$ cat config.mk
export PLATFORM = sky130hd
export DESIGN_NAME = psc_phantom_serial_clock_access
export DESIGN_NICKNAME = d
export VERILOG_FILES = /design/src/hw/psc_pkg.sv /design/src/hw/phantom_serial_clock_access.sv
export SDC_FILE = /design/constraint.sdc
export NUM_CORES = 1
export LEC_CHECK = 0
export ABC_AREA = 1
export BUFFER_PORTS_ARGS = -buffer_cell sky130_fd_sc_hd__buf_2
export CAP_MARGIN = 20
export CELL_PAD_IN_SITES_DETAIL_PLACEMENT = 0
export CELL_PAD_IN_SITES_GLOBAL_PLACEMENT = 2
export CORE_UTILIZATION = 36
export DETAILED_ROUTE_END_ITERATION = 8
export PLACE_DENSITY = 0.95
export SYNTH_ARGS = -nofsm -noshare
export SYNTH_HDL_FRONTEND = slang
export SYNTH_SLANG_ARGS = --single-unit
$ cat constraint.sdc
create_clock -name core_clk -period 3.6 [get_ports core_clk]
set_input_delay 0.36 -clock core_clk [delete_from_list [all_inputs] [get_ports core_clk]]
set_output_delay 0.36 -clock core_clk [all_outputs]
set_load 0.05 [all_outputs]
$ cat src/hw/psc_pkg.sv
// Purpose: Constants for the phantom serial clock access front end.
// Assumes: One 125 MHz clock, synchronous active-low reset.
// Notes: Contract
// Contract
// - Access needs 64 matching key writes.
// - Before key, pass chip select through.
// - After key, 64 data cycles, memory disabled.
// - Read starts sequence, pointer to bit zero.
// - Matching key bit advances pointer.
// - Mismatch stalls pointer, later writes ignored.
// - Read during recognition aborts, resets pointer.
// - Data cycle captures or drives one bit.
// - Cycles without chip select change nothing.
// - Power fail forces memory select high.
// - Normal supply: memory select follows input.
// - Power fail aborts transfer, refuses access.
// - Below switchover: ignore inputs, float outputs.
// - Key C5 3A A3 5C twice, LSB first.
// - Transfer walks bit 0 reg 0 upward.
// - Abort input honoured unless ignore bit set.
package psc_pkg;
   localparam int           KEY_BITS   = 64;
   localparam int           DATA_BITS  = 64;
   localparam logic [63:0]  KEY_VALUE  = 64'h5CA33AC55CA33AC5;
   localparam int           PTR_W      = 6;
   localparam logic [5:0]   PTR_RESET  = 6'h00;
   localparam logic [5:0]   PTR_LAST   = 6'h3F;
   localparam logic [63:0]  REGS_RESET = 64'h0000000000000000;
   // Reset-ignore control bit: bit 4 of register 5 (day register).
   localparam int           IGNORE_POS = 44;
   typedef enum logic [2:0]
   {
      PSC_IDLE  = 3'b001,
      PSC_MATCH = 3'b010,
      PSC_XFER  = 3'b100
   } psc_state_e;
endpackage

$ cat src/hw/phantom_serial_clock_access.sv
// Purpose: Key recognition and serial data transfer front end.
// Assumes: Pins sampled by core_clk; a bus cycle ends on chip select rising.
// Notes: Power conditions arrive as comparator levels from the analogue side.
`timescale 1ns/100ps
`default_nettype none
module psc_phantom_serial_clock_access
(
   // Clock and reset.
   input  wire logic                  core_clk,
   input  wire logic                  rst_n,
   // Host bus pins.
   input  wire logic                  chip_select_in_n,
   input  wire logic                  write_enable_n,
   input  wire logic                  output_enable_n,
   input  wire logic                  serial_data_in,
   input  wire logic                  transfer_abort_n,
   // Supply monitor levels, high while supply is below the level.
   input  wire logic                  below_power_fail_threshold,
   input  wire logic                  below_battery_switchover_level,
   // Memory and serial output pins.
   output var  logic                  memory_select_passthrough_n,
   output var  logic                  serial_data_out,
   output var  logic                  serial_data_out_en,
   // Timekeeping register image.
   output var  logic [psc_pkg::DATA_BITS-1:0] clock_regs
);
   import psc_pkg::*;

   typedef struct packed
   {
      logic [1:0]  csS;
      logic [1:0]  weS;
      logic [1:0]  oeS;
      logic [1:0]  dS;
      logic [1:0]  rstS;
      logic [1:0]  pfS;
      logic [1:0]  soS;
      logic        inCycle;
      logic        cycWrite;
      logic        cycBit;
      psc_state_e  state;
      logic [5:0]  ptr;
      logic        miss;
      logic [63:0] regs;
      logic        passN;
      logic        qOut;
      logic        qEn;
   } psc_s;

   psc_s cur;
   psc_s next_cur;

   logic csN;
   logic weN;
   logic oeN;
   logic dIn;
   logic abortN;
   logic pFail;
   logic sOver;
   logic cycEnd;
   logic blocked;
   logic selBit;
   logic abortHit;

   // Pointer helpers shared by the state logic and the checks.
   function automatic logic ptrIsLast(input logic [5:0] p);
      ptrIsLast = (p == PTR_LAST);
   endfunction

   function automatic logic [5:0] ptrStep(input logic [5:0] p);
      ptrStep = p + 6'h01;
   endfunction

   // One pointer walks both the key and the register image, so the lengths must agree.
   if (KEY_BITS != DATA_BITS || KEY_BITS != (1 << PTR_W) || PTR_W != 6)
   begin : gLengthCheck
      $error("Key, data and pointer widths do not agree.");
   end

   always_comb
   begin
      next_cur = cur;
      csN      = cur.csS[1];
      weN      = cur.weS[1];
      oeN      = cur.oeS[1];
      dIn      = cur.dS[1];
      abortN   = cur.rstS[1];
      pFail    = cur.pfS[1];
      sOver    = cur.soS[1];
      blocked  = pFail | sOver;
      selBit   = cur.regs[cur.ptr];
      abortHit = (cur.state == PSC_XFER) & !abortN & !cur.regs[IGNORE_POS];
      next_cur.csS  = {cur.csS[0], chip_select_in_n};
      next_cur.weS  = {cur.weS[0], write_enable_n};
      next_cur.oeS  = {cur.oeS[0], output_enable_n};
      next_cur.dS   = {cur.dS[0], serial_data_in};
      next_cur.rstS = {cur.rstS[0], transfer_abort_n};
      next_cur.pfS  = {cur.pfS[0], below_power_fail_threshold};
      next_cur.soS  = {cur.soS[0], below_battery_switchover_level};
      cycEnd = cur.inCycle & csN;
      // Track the cycle type; a cycle is taken when chip select rises.
      if (!csN && !blocked)
      begin
         next_cur.inCycle = 1'b1;
         if (!weN)
         begin
            next_cur.cycWrite = 1'b1;
            next_cur.cycBit   = dIn;
         end
         else if (!cur.inCycle)
         begin
            next_cur.cycWrite = 1'b0;
         end
      end
      else
      begin
         next_cur.inCycle = 1'b0;
      end
      if (blocked)
      begin
         next_cur.state = PSC_IDLE;
         next_cur.ptr   = PTR_RESET;
         next_cur.miss  = 1'b0;
      end
      else if (abortHit)
      begin
         next_cur.state = PSC_IDLE;
         next_cur.ptr   = PTR_RESET;
      end
      else if (cycEnd)
      begin
         case (cur.state)
            PSC_IDLE:
            begin
               if (!cur.cycWrite)
               begin
                  next_cur.state = PSC_MATCH;
                  next_cur.ptr   = PTR_RESET;
                  next_cur.miss  = 1'b0;
               end
            end
            PSC_MATCH:
            begin
               if (!cur.cycWrite)
               begin
                  next_cur.ptr  = PTR_RESET;
                  next_cur.miss = 1'b0;
               end
               else if (!cur.miss && cur.cycBit == KEY_VALUE[cur.ptr])
               begin
                  next_cur.ptr = ptrStep(cur.ptr);
                  if (ptrIsLast(cur.ptr))
                  begin
                     next_cur.state = PSC_XFER;
                  end
               end
               else
               begin
                  next_cur.miss = 1'b1;
               end
            end
            PSC_XFER:
            begin
               if (cur.cycWrite)
               begin
                  next_cur.regs[cur.ptr] = cur.cycBit;
               end
               next_cur.ptr = ptrStep(cur.ptr);
               if (ptrIsLast(cur.ptr))
               begin
                  next_cur.state = PSC_IDLE;
               end
            end
            default:
            begin
               next_cur.state = PSC_IDLE;
            end
         endcase
      end
      // Memory select: forced high on fail or while transferring.
      if (blocked)
      begin
         next_cur.passN = 1'b1;
      end
      else if (cur.state == PSC_XFER)
      begin
         next_cur.passN = 1'b1;
      end
      else
      begin
         next_cur.passN = csN;
      end
      next_cur.qOut = selBit;
      next_cur.qEn  = (cur.state == PSC_XFER) & !blocked & !csN & weN & !oeN;
   end

   always_ff @(posedge core_clk)
   begin
      if (!rst_n)
      begin
         cur       <= '0;
         cur.csS   <= 2'h3;
         cur.weS   <= 2'h3;
         cur.oeS   <= 2'h3;
         cur.rstS  <= 2'h3;
         cur.state <= PSC_IDLE;
         cur.ptr   <= PTR_RESET;
         cur.regs  <= REGS_RESET;
         cur.passN <= 1'b1;
      end
      else
      begin
         cur <= next_cur;
      end
   end

   assign memory_select_passthrough_n = cur.passN;
   assign serial_data_out             = cur.qOut;
   assign serial_data_out_en          = cur.qEn;
   assign clock_regs                  = cur.regs;
endmodule
`default_nettype wire

## After elaboration in Yosys (flattened, before gate mapping)

Memory sizes are Yosys's and may differ from the RTL's. A register that Yosys moved wholly into a read port is not among the register bits.
Index checks and enable logic that the tools add are counted.

| word-level totals | value |
|---|---|
| bits in registers | 94 |
| latch bits | 0 |
| RAM bits | 0 |
| bits in read-only memories | 64 |
| input bits | 9 |
| output and inout bits | 67 |
| logic and storage cells | 90 |
| memories kept | 1 |

| cells by class | value |
|---|---|
| $add $sub $neg | 1 |
| multipliers | 0 |
| div/mod/pow operators | 0 |
| $lt $le $gt $ge | 2 |
| equal/unequal tests | 13 |
| shifts and indexed selects | 0 |
| multiplexer cells | 24 |
| bitwise logic cells | 12 |
| reductions and logical operators | 20 |

Memories:

| name | words | width | read ports | clocked after Yosys merged registers in | wr ports | RTL line | RTL |
|---|---|---|---|---|---|---|---|
| (no name shown) | 64 | 1 | 1 | 1 | 0 | phantom_serial_clock_access.sv:149 | `else if (!cur.miss && cur.cycBit == KEY_VALUE[cur.ptr])` |

Operators by type and width:

| cell | count |
|---|---|
| $bwmux W64 | 1 |
| $mux W9 | 4 |
| $pmux W6 S3 | 1 |
| $mux W6 | 2 |
| $mux W10 | 1 |
| $ne A5 B5 Y1 const B | 2 |
| $reduce_and A5 Y1 | 2 |
| $mux W3 | 3 |
| $pmux W3 S3 | 1 |
| $ne A2 B2 Y1 const B | 4 |
| $and A1 B1 Y1 | 7 |
| $lt A6 B7 Y1 const B | 1 |
| $mux W1 | 7 |
| $mux W7 | 1 |
| $add A6 B1 Y6 const B | 1 |
| $bmux W1 S6 | 1 |
| $demux W1 S6 | 1 |
| $eq A6 B6 Y1 const B | 1 |
| $ge A6 B1 Y1 const B | 1 |
| $logic_not A1 Y1 | 6 |
| $ne A6 B6 Y1 const B | 1 |
| $reduce_and A6 Y1 | 1 |
| $reduce_or A3 Y1 | 2 |
| $not A1 Y1 | 4 |
| other kinds (13) | 16 |

## Depth between registers and ports, before layout

Gate-level depths: netlist (run 1).

| logic depth | value |
|---|---|
| depth in word-level cells | 12 |
| depth in mapped cells | 16 |
| mapped depth without buffers | 15 |

## Worst setup path before layout (run 1)

OpenSTA, ideal clock, no wires.

| timing path | value |
|---|---|
| path kind | register to register |
| from | register cur (netlist bit csN) |
| to | register cur (netlist bit clock_regs[49]) |
| setup time | 0.122 ns |
| data arrival time | 1.446 ns |
| data required time | 3.478 ns |
| setup slack | 2.032 ns |
| cell stages (with the launch flop) | 11 |
| buffers on the path | 2 |
| period minus slack after synthesis | 1.568 ns |
| cells stage by stage | dfxtp_1 nand2_1 inv_2 nand3_2 clkinv_1 nand2_2 nor2_4 buf_6 nand4_4 buf_6 o311a_1 |

| between the ends | value |
|---|---|
| longest elaborated chain between the ends | 2 |

RTL lines:

| item | RTL line | RTL |
|---|---|---|
| from (decl) | phantom_serial_clock_access.sv:50 | `psc_s cur;` |
| from (signal assigned) | phantom_serial_clock_access.sv:213 | `cur <= next_cur;` |
| $and A1 B1 Y1 | phantom_serial_clock_access.sv:100 | `cycEnd = cur.inCycle & csN;` |
| $reduce_and A5 Y1 (no line) | -- |  |

Every way passes these cells.
A chain may end at the register's enable or synchronous reset.

## Final worst setup path (run 1)

| timing path | value |
|---|---|
| from | register cur[78] (netlist bit) |
| to | register cur (netlist bit clock_regs[0]) |

| between the ends | value |
|---|---|
| longest elaborated chain between the ends | 1 |

RTL lines:

| item |
|---|
| $reduce_and A5 Y1 (no line) |

Every way passes these cells.

==> out/metrics.yaml, run 1 <==
setup_path:
  end_kind: "register"
  cp.depth: 6
  critPathMaxFanout: 20
  worst-path-buf-inv: 1
  slowest_delay_ns: 0.54
  crit_end: "clock_regs[0]"
  crit_arrival_ns: 2.54
  r2r_cells: 6
  r2r_slack_ns: 1.29
  timing.rr.end: "clock_regs[0]"
  cp-start-kind: "register"
  worstSetupPathType: "reg2reg"
  worstPathRequired_ns: 3.83
  worstReg2RegStart: "cur[78]"
  crit_chain: "nand3_2 -> clkinv_1 -> nand2_2 -> nor2_4 -> nand4_2 -> o311a_1"
  crit_family: "simple AND/OR/NAND/NOR gates"
  crit_start: "cur[78]"
  critPathSlowestCell: "dfxtp_1"
finish:
  multiInputGateArea_um2: 2280
  num-nets-final: 691
  fillers: 1499
  drive_above_1_share_pct: 19.8
  n_antenna_cell: 0
  seqCellArea_um2: 1900
  syn_to_final_growth_pct: 5.63
  final_util_pct: 39.4
  stdcell_count: 866
die:
  dieArea_um2: 15000
  die_w_um: 122
  pin_count: 76
  die_y_um: 122
  rows: 43
  initial_core_util_pct: 37.3
  core_um2: 14000
clock_tree:
  cts_sinks: 95
  cts_htree_levels: 3
  clk_path_buf_depth: 2
  cts_tree: "done"
  ctsResizeCount: 0
  cts_hold_buffers: 0
  cts_buffers: 9
  clk_pin_slew_ns: 0.07
  root_buffer: "clkbuf_16"
  cts_setup_buffers: 0
  insertion_delay_ns: 0.35
global_routing:
  grt_max_degree: 59
  grt_pass1_wl_mm: 22.1
  grt_antenna_before_repair: 0
  grt_overflow: 0
  grt_pass1_vias: 4187
  track_usage_pct: 19.5
synth:
  ys.flop_type: "dfxtp_1"
  yosysMostFrequentCell: "dfxtp_1"
  yosysWarningCount: 0
  syn_nets: 701
  synthTopCellsByArea: "dfxtp_1, buf_4, o311a_1"
  synthArstFlopShare_pct: 0
  yosysSeqAreaShare_pct: 36.4
  syn_area_um2: 5220
  synth_cells: 691
  synth-seq-cells: 95
  synth_common_cells: "dfxtp_1, inv_1, nand2_1"
  synth_top_cell_by_area: "dfxtp_1"
  synth_edf_count: 0
  syn_area_per_cell_um2: 7.56
  ys_types: 39
  synth_top_area_share_pct: 36.4
timing:
  finClkSkew_ns: 0.00953
  worstMarginPinSlew_ns: 0.879
  setup_ws_ns: 1.29
  rsz0062_at_grt: "no"
  hold_slack_ns: 0.192
  max_freq_mhz: 433
  finalSetupViolCount: 0
  min_period_ns: 2.31
  slew_violations: 0
  post-route-period-util_pct: 64.2
  maxSlewHeadroom_pct: 41.0
  finalSetupTns_ns: 0
  finalHoldViolations: 0
drt:
  drtAntennaViolNets: 0
  via_per_inst: 5.29
  initialDrtViolationCount: 453
  drc: 0
  wl_per_cell_um: 16.4
  wl_mm: 14.2
  vias: 4585
  drt-pass1-iter-count: 5
placed_design:
  dp_slack_ns: 1.08
  place_inst: 849
  portBuffers: 75
  gp_congestion: 0.883
  hpwl_mm: 10.1
hold_path:
  min_path_type: "in2reg"
power_and_ir_drop:
  power_density_nw_per_um2: 398
  peakVddDrop_v: 0.000292
  p_leak_nw: 2.33
status:
  status: "finished clean"
job:
  max-cap-violations: 0
[how the worst min path moves through the flow]
stage / startpoint / endpoint / slack, ns / cells after the start
after global placement: cur[89] / serial_data_out_en / 0.38 / 1
after CTS: write_enable_n / cur[90] / 0.18 / 2
after global routing: write_enable_n / cur[90] / 0.18 / 2
after detailed placement: cur[89] / serial_data_out_en / 0.40 / 1
after floorplan: cur[89] / serial_data_out_en / 0.37 / 1
final: write_enable_n / cur[90] / 0.19 / 2
[sequential cells by signal, indices dropped and copies added (netlist names), named ones only]
signal and flops:
serial_data_out 1, csN 1, abortN 1, memory_select_passthrough_n 1
serial_data_out_en 1, clock_regs 64, cur 25
[placed cells by master (no fill, tap or decap), types with 2 or more instances in the layout]
cell	n
nand2_2	3
o21ai_1	21
nor3_1	7
buf_4	5
clkinv_1	3
o22ai_1	21
nand3_1	45
a22oi_1	2
nor2_1	68
inv_6	2
bufinv_16	2
nand4_1	5
inv_1	84
nand2_4	2
o21ai_0	23
or2_2	8
a211oi_1	2
nand3b_1	2
o311a_1	50
a21oi_1	26
o21ai_2	6
clkbuf_16	9
a31oi_1	2
o21bai_1	5
dfxtp_1	95
buf_2	75
nand2_1	83
nand3_2	3
nor2_4	3
inv_2	10
nand4_4	3
[logic make-up after synthesis]
kind of cell,Yosys count,share of synthesized area [%]
and+or+nand+nor,235,21.4
buffers and inverters,198,19.9
AOI/OAI and AO/OA,162,22.1
DFF,95,36.4
adders and majority gates,1,0.240
[worst reg2reg max path, cell delays in order, from the launching register on]
cell and delay, ns:
dfxtp_1 0.54, nand3_2 0.13, clkinv_1 0.07, nand2_2 0.06, nor2_4 0.44, nand4_2 0.50, o311a_1 0.46
[per-stage QoR]
step	total power (W)	instance area, µm²
4_1_cts	0.00222	5510
6_report	0.00220	5520
3_3_place_gp	0.00116	5180
3_5_place_dp	0.00116	5180
2_1_floorplan	0.00114	5220
5_1_grt	0.00227	5520
[final cells by class]
cell class	count	area share, %
Tap cell	180	4.08
Inverter	97	6.60
Timing Repair Buffer	80	7.49
Multi-Input combinational cell	398	41.4
Sequential cell	95	34.5
Clock buffer	10	4.33
Clock inverter	6	1.63
[report_power, final]
group / internal, W / leakage (nW) / switching [W]
clock network: 0.000632 / 0.159 / 0.000426
logic: 0.0000188 / 1.40 / 0.0000524
registers: 0.00106 / 0.769 / 0.00000703
[layer usage]
layer,global-route usage [%],wire (µm),vias up
li1,-,-,2266
met1,24.5,6310,2150
met2,32.4,6680,148
met3,5.11,917,21
met4,6.25,270,0
met5,0,0,-
Power figures use the tool's default switching activity.
==> run 2, diff against run 1 <==
--- a/config.mk
+++ b/config.mk
@@ -10,9 +10,9 @@
 export CAP_MARGIN = 20
 export CELL_PAD_IN_SITES_DETAIL_PLACEMENT = 0
 export CELL_PAD_IN_SITES_GLOBAL_PLACEMENT = 2
-export CORE_UTILIZATION = 36
+export CORE_UTILIZATION = 33
 export DETAILED_ROUTE_END_ITERATION = 8
-export PLACE_DENSITY = 0.95
+export PLACE_DENSITY = 0.9
 export SYNTH_ARGS = -nofsm -noshare
 export SYNTH_HDL_FRONTEND = slang
 export SYNTH_SLANG_ARGS = --single-unit
==> constraint.sdc (replaced) <==
create_clock -name core_clk -period 2.3 [get_ports core_clk]
set_input_delay 0.23 -clock core_clk [delete_from_list [all_inputs] [get_ports core_clk]]
set_output_delay 0.23 -clock core_clk [all_outputs]
set_load 0.05 [all_outputs]
==> out/metrics.yaml, run 2 (same netlist as run 1, synthesis figures left out) <==
die:
  dieArea_um2: 16300
  die_w_um: 128
  core_um2: 15300
  pin_count: 76
  die_y_um: 128
  initial_core_util_pct: 34.1
  rows: 45
drt:
  drc: 0
  vias: 4578
  wl_mm: 14.6
  wl_per_cell_um: 16.0
  initialDrtViolationCount: 355
  drtAntennaViolNets: 0
  via_per_inst: 5.01
  drt-pass1-iter-count: 5
finish:
  drive_above_1_share_pct: 21.8
  final_common_cell: "dfxtp_1"
  final_area_um2: 5650
  num-nets-final: 708
  syn_to_final_growth_pct: 8.15
  final_util_pct: 36.9
  largest_reg_flops: 64
  final_cell_mix: "dfxtp_1, inv_1, nand2_1"
  n_antenna_cell: 0
clock_tree:
  cts_hold_buffers: 0
  cts_sinks: 95
  clk_path_buf_depth: 2
  root_buffer: "clkbuf_16"
  cts_setup_buffers: 0
  clk_pin_slew_ns: 0.08
  cts_buffers: 9
  insertion_delay_ns: 0.36
  cts_htree_levels: 3
  cts_tree: "done"
  ctsResizeCount: 0
global_routing:
  grt_max_degree: 59
  grt_pass1_wl_mm: 23.3
  grt_overflow: 0
  grt_pass1_vias: 4379
  track_usage_pct: 18.7
  grt_antenna_before_repair: 0
timing:
  finalSetupViolCount: 0
  post-route-period-util_pct: 88.3
  finalHoldViolations: 0
  finalSetupTns_ns: 0
  finClkSkew_ns: 0.0120
  max_freq_mhz: 492
  rsz0062_at_grt: "no"
  worstMarginPinSlew_ns: 0.620
  maxSlewHeadroom_pct: 58.7
  slew_violations: 0
  min_period_ns: 2.03
setup_path:
  path_common_cell: "nand2_1"
  worstSetupPathType: "reg2reg"
  slowest_delay_ns: 0.41
  cp.depth: 15
  critPathMaxFanout: 9
  worst-path-buf-inv: 3
  cp-start-kind: "register"
  end_kind: "register"
  crit_family: "simple AND/OR/NAND/NOR gates"
  worstPathRequired_ns: 2.56
  worstReg2RegStart: "cur[76]"
  r2r_cells: 15
  crit_arrival_ns: 2.29
  critPathSlowestCell: "dfxtp_1"
  r2r_slack_ns: 0.27
  crit_chain: "inv_2 -> nand3_1 -> inv_1 -> nand2_1 -> inv_1 -> nand2_2 -> nand2_4 -> nand2_1 -> nand3_2 -> nand2_1 -> nand2_1 -> nand2_1 -> nand2_1 -> nand2_1 -> nand2_1"
power_and_ir_drop:
  pwr-share-comb_pct: 3.6
  p_leak_nw: 2.39
  finalPower_w: 0.00324
  power_density_nw_per_um2: 575
  peakVddDrop_v: 0.000340
  seqPwrFrac_pct: 51.4
  clockPowerShare_pct: 45.0
  p_int_w: 0.00244
  switchingPower_w: 0.000806
  switching_share_pct: 24.8
placed_design:
  placed_cell_area_um2: 5370
  gp_congestion: 0.852
  hpwl_mm: 10.9
  portBuffers: 75
status:
  status: "finished clean"
hold_path:
  min_to: "cur[86]"
  min_path_type: "in2reg"
  worstHoldStart: "serial_data_in"
  min_path_cells: 3
job:
  max-cap-violations: 0
==> run 2: changes by cell type in the layout (fill, tap and decap cells not counted), sizes merged <==
cell / before / now
buf: 80 / 97
bufinv: 2 / 0
clkbuf: 10 / 9
clkinvlp: 1 / 3
inv: 96 / 97
==> run 2: worst max-delay path by stage <==
stage / from / endpoint
floorplan: csN / clock_regs[49]
global placement: clock_regs[44] / clock_regs[44]
detailed placement: clock_regs[44] / clock_regs[44]
CTS: clock_regs[44] / clock_regs[44]
global route: csN / clock_regs[44]
finish: cur[76] / register
==> run 2: metal layers <==
metal  up-vias  part of all wire [%]  GRT usage, %
li1       2295                     -             -
met1      2116                    46          23.9
met2       142                    45          30.0
met3        25                   5.8          3.96
met4         0                   3.0          9.27
met5         -                     0             0
==> run 2: power groups by stage <==
| stage | Combinational, W | Sequential, W | Clock, W |
|---|---|---|---|
| after floorplan | 0.0000817 | 0.00171 | 0 |
| after global placement | 0.000113 | 0.00171 | 0 |
| after detailed placement | 0.000115 | 0.00171 | 0 |
| after CTS | 0.000115 | 0.00167 | 0.00149 |
| after global routing | 0.000130 | 0.00167 | 0.00156 |
| final | 0.000116 | 0.00167 | 0.00146 |
==> run 2: per-stage QoR <==
stage          hold WS [ns]  setup slack, ns  std cells
2_1_floorplan         0.328            0.732        691
3_3_place_gp          0.387            0.250        898
3_5_place_dp          0.390            0.263        898
4_1_cts              0.0455            0.256        914
5_1_grt              0.0523           0.0722        914
6_report             0.0588            0.269        914
==> run 2: worst min-delay path, cell delays in order <==
cell,delay [ns]
buf_2,0.07
nand2_1,0.04
inv_1,0.04
==> run 2: area by class of cell <==
class                   count  area, µm²
multi-input cells         398       2280
repair buffers             97        553
fillers                  1651       9670
clock buffers               9        225
well taps                 211        264
clock inverters             7       56.3
flip-flops and latches     95       1900
inverters                  97        364
